File: src/power_reference_pkg.sv
// Register map, field positions and reset values of the power and reference control bank
package power_reference_pkg;

   localparam int unsigned ADDR_W = 8;
   localparam int unsigned DATA_W = 16;

   localparam logic [7:0] OFS_POWER_CONTROL_ONE = 8'h01;
   localparam logic [7:0] OFS_POWER_CONTROL_TWO = 8'h02;
   localparam logic [7:0] OFS_SOFT_RAMP_CONTROL = 8'h39;

   // power_control_one fields
   localparam int unsigned BIT_SPEAKER_OUT_EN  = 12;
   localparam int unsigned BIT_HP_LEFT_STAGE   = 9;
   localparam int unsigned BIT_HP_RIGHT_STAGE  = 8;
   localparam int unsigned BIT_DIV_SEL_HI      = 2;
   localparam int unsigned BIT_DIV_SEL_LO      = 1;
   localparam int unsigned BIT_MAIN_BIAS       = 0;

   // power_control_two fields
   localparam int unsigned BIT_OVER_TEMP       = 15;
   localparam int unsigned BIT_THERMAL_SENSOR  = 14;
   localparam int unsigned BIT_THERMAL_CUTOFF  = 13;
   localparam int unsigned BIT_FIRST_IN_A      = 7;
   localparam int unsigned BIT_FIRST_IN_B      = 6;
   localparam int unsigned BIT_SECOND_IN_A     = 5;

   // soft_ramp_control fields
   localparam int unsigned BIT_REF_RAMP_EN     = 0;

   // Writable masks; other positions read zero, except the over-temperature status bit 15 of 02h
   localparam logic [15:0] MASK_ONE  = 16'h1307;
   localparam logic [15:0] MASK_TWO  = 16'h60e0;
   localparam logic [15:0] MASK_RAMP = 16'h0001;

   localparam logic [15:0] RST_ONE   = 16'h0006;
   localparam logic [15:0] RST_TWO   = 16'h2000;
   localparam logic [15:0] RST_RAMP  = 16'h0000;

   typedef enum logic [1:0] {
      DIV_OFF      = 2'h0,
      DIV_NORMAL   = 2'h1,
      DIV_STANDBY  = 2'h2,
      DIV_FAST     = 2'h3
   } ref_divider_t;

   typedef enum logic [3:0] {
      SEL_NONE     = 4'h1,
      SEL_NORMAL   = 4'h2,
      SEL_STANDBY  = 4'h4,
      SEL_FAST     = 4'h8
   } divider_onehot_t;

endpackage : power_reference_pkg

File: src/power_reference_control_regs.sv
// Power, reference and thermal control register bank
`timescale 1ns/100ps

module power_reference_control_regs #(
   parameter int unsigned RAMP_STEPS = 256
) (
   input  wire logic                                    clk,
   input  wire logic                                    sys_rst,
   input  wire logic                                    reg_wr,
   input  wire logic [power_reference_pkg::ADDR_W-1:0]  reg_addr,
   input  wire logic [power_reference_pkg::DATA_W-1:0]  reg_wdata,
   output logic      [power_reference_pkg::DATA_W-1:0]  reg_rdata,
   input  wire logic                                    over_temp,
   output logic      [1:0]                              ref_divider_select,
   output logic      [3:0]                              divider_onehot,
   output logic                                         ref_ramp_enable,
   output logic      [7:0]                              midrail_ramp_level,
   output logic                                         main_bias_enable,
   output logic                                         speaker_out_enable,
   output logic                                         hp_left_stage_enable,
   output logic                                         hp_right_stage_enable,
   output logic                                         thermal_sensor_enable,
   output logic                                         thermal_output_cutoff,
   output logic                                         outputs_disabled,
   output logic                                         first_input_a_amp_enable,
   output logic                                         first_input_b_amp_enable,
   output logic                                         second_input_a_amp_enable
);
   import power_reference_pkg::*;

   localparam logic [7:0] RAMP_TOP = 8'hff;
   // Level steps span the full 8-bit range of the ramp output
   localparam int unsigned LEVEL_SPAN = 256;

   ////////////////////////////////////////////////////////////////////////////////
   // Register storage

   logic [15:0] one_q, one_d;
   logic [15:0] two_q, two_d;
   logic [15:0] ramp_q, ramp_d;
   logic [7:0]  level_q, level_d;
   logic        hot_q, hot_d;
   logic [7:0]  ramp_cnt_q, ramp_cnt_d;
   logic [7:0]  step_div;
   logic        pace_tick;
   logic        hit_one, hit_two, hit_ramp;
   logic [15:0] two_status;

   // Pacing rounds down: below one full span of steps the level climbs once per clock
   assign step_div  = 8'(RAMP_STEPS / LEVEL_SPAN);
   assign pace_tick = (ramp_cnt_q >= step_div);

   // One address compare per register keeps the write decode readable
   assign hit_one  = reg_wr && (reg_addr == OFS_POWER_CONTROL_ONE);
   assign hit_two  = reg_wr && (reg_addr == OFS_POWER_CONTROL_TWO);
   assign hit_ramp = reg_wr && (reg_addr == OFS_SOFT_RAMP_CONTROL);

   always_comb begin
      one_d  = one_q;
      two_d  = two_q;
      ramp_d = ramp_q;
      // Masks drop undocumented bits on the way in, so the read path needs no mask
      if (hit_one) begin
         one_d = reg_wdata & MASK_ONE;
      end else if (hit_two) begin
         two_d = reg_wdata & MASK_TWO;
      end else if (hit_ramp) begin
         ramp_d = reg_wdata & MASK_RAMP;
      end
   end

   always_ff @(posedge clk or posedge sys_rst) begin
      if (sys_rst) begin
         one_q  <= RST_ONE;
         two_q  <= RST_TWO;
         ramp_q <= RST_RAMP;
      end else begin
         one_q  <= one_d;
         two_q  <= two_d;
         ramp_q <= ramp_d;
      end
   end

   ////////////////////////////////////////////////////////////////////////////////
   // Read path; undocumented bits already zero in storage

   // Status bit is not stored, so a write to 02h can never set it
   always_comb begin
      two_status                = two_q;
      two_status[BIT_OVER_TEMP] = hot_q;
   end

   always_comb begin
      if (reg_addr == OFS_POWER_CONTROL_ONE) begin
         reg_rdata = one_q;
      end else if (reg_addr == OFS_POWER_CONTROL_TWO) begin
         reg_rdata = two_status;
      end else if (reg_addr == OFS_SOFT_RAMP_CONTROL) begin
         reg_rdata = ramp_q;
      end else begin
         reg_rdata = 16'h0000;
      end
   end

   ////////////////////////////////////////////////////////////////////////////////
   // Reference soft ramp: level climbs one step per interval instead of jumping

   always_comb begin
      level_d    = level_q;
      ramp_cnt_d = ramp_cnt_q;
      if (!ramp_q[BIT_REF_RAMP_EN]) begin
         level_d    = 8'h00;
         ramp_cnt_d = 8'h00;
      end else if (level_q != RAMP_TOP) begin
         // Climb one step per pacing interval, never a jump
         if (pace_tick) begin
            ramp_cnt_d = 8'h00;
            level_d    = level_q + 8'h01;
         end else begin
            ramp_cnt_d = ramp_cnt_q + 8'h01;
         end
      end
   end

   always_ff @(posedge clk or posedge sys_rst) begin
      if (sys_rst) begin
         level_q    <= 8'h00;
         ramp_cnt_q <= 8'h00;
      end else begin
         level_q    <= level_d;
         ramp_cnt_q <= ramp_cnt_d;
      end
   end

   ////////////////////////////////////////////////////////////////////////////////
   // Over-temperature status, sampled only while the sensor runs
   // Not sticky: the bit follows the sensor, so software must poll it

   always_comb begin
      hot_d = two_q[BIT_THERMAL_SENSOR] & over_temp;
   end

   always_ff @(posedge clk or posedge sys_rst) begin
      if (sys_rst) begin
         hot_q <= 1'b0;
      end else begin
         hot_q <= hot_d;
      end
   end

   ////////////////////////////////////////////////////////////////////////////////
   // Decode and outputs

   // Decode and gating use next-state values so the pins change on the same edge as the
   // registers they follow, and come straight from flip-flops without decode glitches
   logic [3:0] onehot_q, onehot_d;
   logic       cut_q, cut_d;
   logic       speaker_q, speaker_d;
   logic       hp_left_q, hp_left_d;
   logic       hp_right_q, hp_right_d;

   always_comb begin
      case (one_d[BIT_DIV_SEL_HI:BIT_DIV_SEL_LO])
         DIV_OFF:     onehot_d = SEL_NONE;
         DIV_NORMAL:  onehot_d = SEL_NORMAL;
         DIV_STANDBY: onehot_d = SEL_STANDBY;
         default:     onehot_d = SEL_FAST;
      endcase
      // Cutoff needs the cutoff bit, the sensor bit and a raised over_temp
      cut_d      = hot_d & two_d[BIT_THERMAL_CUTOFF];
      speaker_d  = one_d[BIT_SPEAKER_OUT_EN] & ~cut_d;
      hp_left_d  = one_d[BIT_HP_LEFT_STAGE] & ~cut_d;
      hp_right_d = one_d[BIT_HP_RIGHT_STAGE] & ~cut_d;
   end

   always_ff @(posedge clk or posedge sys_rst) begin
      if (sys_rst) begin
         // Must agree with the divider reset of fast start-up
         onehot_q   <= SEL_FAST;
         cut_q      <= 1'b0;
         speaker_q  <= 1'b0;
         hp_left_q  <= 1'b0;
         hp_right_q <= 1'b0;
      end else begin
         onehot_q   <= onehot_d;
         cut_q      <= cut_d;
         speaker_q  <= speaker_d;
         hp_left_q  <= hp_left_d;
         hp_right_q <= hp_right_d;
      end
   end

   assign divider_onehot            = onehot_q;
   assign outputs_disabled          = cut_q;
   assign ref_divider_select        = one_q[BIT_DIV_SEL_HI:BIT_DIV_SEL_LO];
   assign ref_ramp_enable           = ramp_q[BIT_REF_RAMP_EN];
   assign midrail_ramp_level        = level_q;
   assign main_bias_enable          = one_q[BIT_MAIN_BIAS];
   assign speaker_out_enable        = speaker_q;
   assign hp_left_stage_enable      = hp_left_q;
   assign hp_right_stage_enable     = hp_right_q;
   assign thermal_sensor_enable     = two_q[BIT_THERMAL_SENSOR];
   assign thermal_output_cutoff     = two_q[BIT_THERMAL_CUTOFF];
   assign first_input_a_amp_enable  = two_q[BIT_FIRST_IN_A];
   assign first_input_b_amp_enable  = two_q[BIT_FIRST_IN_B];
   assign second_input_a_amp_enable = two_q[BIT_SECOND_IN_A];

endmodule : power_reference_control_regs

File: config.mk
export PLATFORM = sky130hd
export DESIGN_NAME = power_reference_control_regs
export DESIGN_NICKNAME = d
export VERILOG_FILES = /design/src/power_reference_pkg.sv /design/src/power_reference_control_regs.sv
export SDC_FILE = /design/constraint.sdc
export NUM_CORES = 1
export LEC_CHECK = 0
export BUFFER_PORTS_ARGS = -buffer_cell sky130_fd_sc_hd__buf_2
export CAP_MARGIN = 10
export CORE_MARGIN = 10
export CORE_UTILIZATION = 51
export DETAILED_ROUTE_END_ITERATION = 8
export PLACE_DENSITY = 0.82
export SYNTH_ARGS = -nofsm -noshare
export SYNTH_HDL_FRONTEND = slang
export SYNTH_SLANG_ARGS = --single-unit
File: constraint.sdc
create_clock -name clk -period 4.6 [get_ports clk]
set_input_delay 0.46 -clock clk [delete_from_list [all_inputs] [get_ports clk]]
set_output_delay 0.46 -clock clk [all_outputs]
set_load 0.05 [all_outputs]
==> results of run 1 <==
[power by group through the flow]
stage               logic, mW  clock network (mW)  registers (mW)
finish                 0.0835               0.181           0.343
global route           0.0906               0.198           0.344
CTS                    0.0845               0.185           0.343
detailed placement     0.0843                   0           0.349
global placement       0.0833                   0           0.348
floorplan              0.0389                   0           0.370
[worst reg2reg max path, stage by stage (launching register included)]
cell and delay, ns:
dfrtp_1 0.64, nor3b_1 0.22, and4b_1 0.53, nor2_2 0.16, mux2_1 0.33
[state kept, by name, summed over array words and instances, names as in the netlist]
| signal | flops |
|---|---|
| ramp_cnt_q | 8 |
| hot_q | 1 |
| two_q | 5 |
| speaker_out_enable | 1 |
| one_q | 6 |
| divider_onehot | 4 |
| hp_left_stage_enable | 1 |
| midrail_ramp_level | 8 |
| hp_right_stage_enable | 1 |
| ramp_q | 1 |
| outputs_disabled | 1 |
[worst min path at each step]
stage	depth (start not counted)	slack, ns	start	endpoint
floorplan	2	0.46	ramp_cnt_q[7]	ramp_cnt_q[7]
global placement	2	0.49	ramp_cnt_q[7]	ramp_cnt_q[7]
detailed placement	1	0.50	one_q[9]	one_q[9]
CTS	3	0.20	sys_rst	two_q[6]
global route	3	0.22	sys_rst	two_q[7]
finish	3	0.19	sys_rst	two_q[7]
[metal layers]
metal	share of wire	wire length, microns	GRT usage	up-vias
met2	0.44	1895	0.2070	51
met4	0.013	55	0.04754	0
met5	0	0	0	-
met1	0.42	1796	0.1563	699
met3	0.13	576	0.09577	5
li1	-	-	-	699
[placed cells by master (no fill, tap or decap), types with 4 or more instances in the layout]
| cell | n |
|---|---|
| buf_2 | 59 |
| conb_1 | 4 |
| nand2_1 | 9 |
| mux2_2 | 6 |
| o21ai_0 | 8 |
| a21boi_1 | 5 |
| mux2_1 | 4 |
| nand2b_1 | 6 |
| dfrtp_1 | 33 |
| nor4_1 | 4 |
| dfstp_2 | 4 |
| nand3_1 | 6 |
| nor2_1 | 8 |
| clkbuf_4 | 5 |
| ha_1 | 4 |
| and3_1 | 11 |
[final cells by class]
type,count,share of cell area
tap,46,0.02592
clock buffer,8,0.02648
sequential,37,0.4192
multi-input combinational,115,0.3870
inverter,3,0.005070
timing repair buffer,60,0.1363
[metrics by stage]
stage	utilization	power (mW)	std cells	hold slack (ns)	instance area, sq um
after floorplan	-	0.4085	166	0.4637	1868
after global placement	0.6330	0.4317	261	0.4881	2162
after detailed placement	0.6330	0.4332	261	0.5020	2162
after CTS	0.6502	0.6125	269	0.1961	2221
after global routing	0.6502	0.6334	269	0.2220	2221
final	0.6502	0.6077	269	0.1856	2221
[cell families after synthesis]
| family | count (synthesis) | synth area share |
|---|---|---|
| and+or+nand+nor | 66 | 0.2332 |
| DFF | 37 | 0.5013 |
| AOI/OAI and AO/OA | 25 | 0.09367 |
| muxes | 16 | 0.1011 |
| buffers and inverters | 14 | 0.04178 |
| adders and majority gates | 4 | 0.02696 |
| other | 1 | 0.002020 |
==> run_results.csv, run 1 <==
group,metric,value,unit
setup_path,crit_path_cell_trace,"buf_2, nor4_4, and3_2, buf_2",
grt,track_usage,0.1399,
layout,multiInputGateArea,859.6,sq um
route,wl_per_cell,16.07,microns
setup_path,path_buf_inv,2,
grt,grt_overflow,0,
synth,yosys_warnings,0,
placed_design,place_congestion,0.7747,
clock_tree,cts.sinks,37,
timing,fin_setup_tns,0,ns
placed_design,port_buffers,59,
synth,async_flop_share,1.000,
setup_path,endpoint,"reg_rdata[15]",
clock_tree,post_cts_resized,0,
setup_path,worst_path_most_repeated_cell,"buf_2",
layout,diodes,0,
setup_path,slowest_stage,"nor4_4",
setup_path,crit_start,"reg_addr[3]",
synth,ys_seq_elements,37,
layout,regArea,930.9,sq um
power_and_ir_drop,power.share.clock,0.299,
placed_design,pre_cts_ws,2.281,ns
floorplan,die_area,6455,sq um
synth,synth_common_cells,"dfrtp_1, and3_1, nand2_1",
timing,fmax,443.2,MHz
layout,drive_above_1_share,0.3901,
timing,slew_headroom,0.5420,
timing,fin_crit_sh,0.4905,
setup_path,critPathArrivalTime,1.80,ns
setup_path,worstPathRequired,4.14,ns
synth,synth_seq_area_share,0.5013,
timing,slew_violations,0,
setup_path,path_class,"in2out",
clock_tree,hold_buffers,0,
timing,finalHoldViolCount,0,
clock_tree,clkTransAtPathRegs,0.11,ns
clock_tree,tritoncts,"yes",
setup_path,slowest_delay,0.64,ns
setup_path,critPathTopFamily,"simple AND/OR/NAND/NOR gates",
synth,syn_inst,163,
grt,grt_pass1_wl,7162,microns
layout,num-fill-cells,307,
setup_path,path_depth,4,
setup_path,critical_path_peak_fanout,14,
clock_tree,root_buffer,"clkbuf_4",
grt,grt_pass1_vias,1518,
timing,worstMarginPinSlew,0.6818,ns
outcome,status,"finished clean",
route,first_pass_iters,4,
power_and_ir_drop,ir_drop,0.0001875,V
synth,synth.top_cell.area_share,0.4447,
floorplan,row_count,21,
route,postRouteAntennaNets,0,
synth,ys_types,43,
power_and_ir_drop,intPower,434.6,uW
worst_hold_path,hold_path_class,"in2async",
route,drt-total-wl,4324,microns
clock_tree,insertion_delay,0.35,ns
route,vias,1454,
synth,synth_area_leaders,"dfrtp_1, dfstp_2, and3_1, mux2_2, ha_1",
route,drc,0,
power_and_ir_drop,power_density,273.6,nW/um^2
route,drt-initial-drc-count,56,
timing,rsz0062_at_grt,"false",
power_and_ir_drop,switchingPower,173.1,uW
power_and_ir_drop,switching_share,0.2849,
setup_path,crit_path_start_kind,"input port",
floorplan,die-height,80.34,microns
setup_path,r2r_end,"midrail_ramp_level[0]",
grt,antenna_found_initial,0,
power_and_ir_drop,p_comb_frac,0.137,
synth,synth_most_common_cell,"dfrtp_1",
synth,synth_edf_count,0,
setup_path,r2r-start,"ramp_q[0]",
layout,nets,254,
route,viasPerCell,5.405,
placed_design,dp.final_hpwl,3247,microns
clock_tree,clk_path_buf_depth,2,
synth,netlist.top_cell.by_area,"dfrtp_1",
power_and_ir_drop,cellLeakagePower,1.151,nW
timing,setup_ws,2.344,ns
floorplan,core,3416,sq um
floorplan,die-width,80.34,microns
timing,skew,0.01233,ns
floorplan,start_util,0.5436,
power_and_ir_drop,p_seq_frac,0.564,
timing,period_needed,2.256,ns
floorplan,io_pins,69,
clock_tree,postCtsSetupRepairBufs,0,
clock_tree,numCtsBuffers,5,
grt,grt_max_degree,38,
synth,synth-main-ff-cell,"dfrtp_1",
setup_path,worstRegToRegCells,4,
layout,syn2layout_area_growth,19.61,%
synth,syn_area_per_cell,11.39,sq um
setup_path,r2r_slack,2.62,ns
timing,finalSetupViolCount,0,
synth,synth_area,1857,sq um
setup_path,crit_path_end_kind,"primary output",
clock_tree,htree_levels,2,
flow_run,max-cap-violations,0,
No activity file was read; power rests on OpenSTA's default activity.
==> run 2, diff against run 1 <==
- CORE_UTILIZATION: 51 -> 49
- PLACE_DENSITY: 0.82 -> 0.8
- clock period: 4.6 -> 2.2 ns (I/O delays scaled with it)
==> run_results.csv, run 2 (synthesis gave the netlist of run 1 again) <==
group,metric,value,unit
outcome,status,"finished clean",
clock_tree,clkTransAtPathRegs,0.07,ns
power_and_ir_drop,power_density,596.6,nW/um^2
clock_tree,root_buffer,"clkbuf_8",
route,postRouteAntennaNets,0,
grt,track_usage,0.1281,
timing,rsz0062_at_grt,"false",
worst_hold_path,hold_path_class,"in2async",
layout,nets,257,
layout,final_common_cell,"buf_2",
route,vias,1463,
layout,num-fill-cells,296,
setup_path,path_buf_inv,0,
placed_design,place_congestion,0.7207,
floorplan,die_area,6651,sq um
setup_path,slowest_stage,"and4b_1",
flow_run,max-cap-violations,0,
layout,syn2layout_area_growth,22.51,%
grt,grt_overflow,0,
clock_tree,postCtsSetupRepairBufs,0,
timing,worstMarginPinSlew,0.5180,ns
setup_path,worstRegToRegCells,4,
power_and_ir_drop,p_comb_frac,0.133,
clock_tree,insertion_delay,0.29,ns
setup_path,r2r_end,"midrail_ramp_level[0]",
grt,grt_max_degree,38,
setup_path,crit_path_end_kind,"flip-flop",
power_and_ir_drop,ir_drop,0.0005009,V
floorplan,row_count,22,
power_and_ir_drop,intPower,975.8,uW
setup_path,r2r_slack,0.36,ns
power_and_ir_drop,switching_share,0.2810,
power_and_ir_drop,switchingPower,381.3,uW
power_and_ir_drop,power.share.clock,0.342,
timing,fin_crit_sh,0.8366,
clock_tree,numCtsBuffers,5,
layout,diodes,0,
timing,fin_setup_tns,0,ns
timing,finalSetupViolCount,0,
clock_tree,cts.sinks,37,
setup_path,critPathArrivalTime,2.01,ns
power_and_ir_drop,p_seq_frac,0.525,
clock_tree,htree_levels,2,
floorplan,io_pins,69,
floorplan,die-height,81.56,microns
route,drt-initial-drc-count,73,
timing,fmax,543.4,MHz
setup_path,worstPathRequired,2.37,ns
setup_path,crit_path_start_kind,"flip-flop",
setup_path,critical_path_peak_fanout,14,
route,wl_per_cell,15.27,microns
clock_tree,clk_path_buf_depth,2,
timing,skew,0.004327,ns
grt,grt_pass1_vias,1490,
grt,grt_pass1_wl,6796,microns
clock_tree,tritoncts,"yes",
grt,antenna_found_initial,0,
power_and_ir_drop,total_power,1.357,mW
timing,finalHoldViolCount,0,
setup_path,critPathTopFamily,"simple AND/OR/NAND/NOR gates",
floorplan,core,3661,sq um
floorplan,die-width,81.56,microns
route,viasPerCell,5.339,
clock_tree,post_cts_resized,0,
setup_path,path_class,"reg2reg",
clock_tree,hold_buffers,0,
route,drc,0,
timing,slew_violations,0,
layout,final_cell_mix,"buf_2, dfrtp_1, and3_1, nand2_1",
route,first_pass_iters,4,
timing,slew_headroom,0.6521,
floorplan,start_util,0.5072,
placed_design,dp.final_hpwl,3212,microns
route,drt-total-wl,4183,microns
setup_path,slowest_delay,0.54,ns
placed_design,port_buffers,59,
setup_path,r2r-start,"ramp_cnt_q[3]",
setup_path,crit_path_cell_trace,"nor4_1, and4b_1, nor2_2, mux2_1",
layout,drive_above_1_share,0.4027,
power_and_ir_drop,cellLeakagePower,1.171,nW
timing,period_needed,1.840,ns
==> run 2: changes by cell type in the layout (fill, tap and decap cells not counted) <==
cell        previous run  this run
clkbuf_8               1         5
clkinvlp_4             0         2
clkbuf_4               5         0
clkbuf_1               2         1
buf_4                  1         4
==> run 2: per-layer routing <==
metal	up-vias	wire, microns	share of wire	global-route usage
met1	694	1669	0.40	0.1400
li1	710	-	-	-
met3	5	516	0.12	0.07642
met2	54	1961	0.47	0.2038
met5	-	0	0	0
met4	0	36	0.0086	0.04152
==> run 2: final cells by class <==
cell class / instances / area (sq um) / area share
Sequential cell: 37 / 930.9 / 0.4092
Multi-Input combinational cell: 115 / 859.6 / 0.3779
Timing Repair Buffer: 63 / 325.3 / 0.1430
Clock buffer: 6 / 72.57 / 0.03190
Tap cell: 48 / 60.06 / 0.02640
Clock inverter: 2 / 15.01 / 0.006601
Inverter: 3 / 11.26 / 0.004950
==> run 2: how the worst max path moves through the flow <==
stage / cells past startpoint / startpoint / end
finish: 4 / ramp_cnt_q[3] / midrail_ramp_level[0]
global route: 4 / ramp_cnt_q[3] / midrail_ramp_level[0]
CTS: 5 / midrail_ramp_level[0] / midrail_ramp_level[0]
detailed placement: 4 / ramp_cnt_q[3] / midrail_ramp_level[0]
global placement: 4 / ramp_cnt_q[3] / midrail_ramp_level[0]
floorplan: 5 / midrail_ramp_level[0] / midrail_ramp_level[0]
==> run 2: power groups by stage <==
stage | combinational, mW | clock [mW] | sequential [mW]
2_1_floorplan | 0.0813 | 0 | 0.773
3_3_place_gp | 0.180 | 0 | 0.725
3_5_place_dp | 0.183 | 0 | 0.726
4_1_cts | 0.183 | 0.480 | 0.713
5_1_grt | 0.195 | 0.506 | 0.716
6_report | 0.181 | 0.464 | 0.713
==> run 2: stage by stage <==
step                area [sq um]  utilization  cells  setup WS [ns]  hold WS [ns]
finish                      2275       0.6213    274         0.3596       0.02567
global placement            2187       0.5974    266         0.3975        0.3538
detailed placement          2187       0.5974    266         0.3784        0.3522
CTS                         2275       0.6213    274         0.3724       0.03420
floorplan                   1868            -    166         0.2563        0.3182
global route                2275       0.6213    274         0.2322       0.05263
==> run 2: worst register-to-register path, cell delays in order, from the launching register on <==
cell     delay, ns
dfrtp_1       0.42
nor4_1        0.27
and4b_1       0.54
nor2_2        0.16
mux2_1        0.33
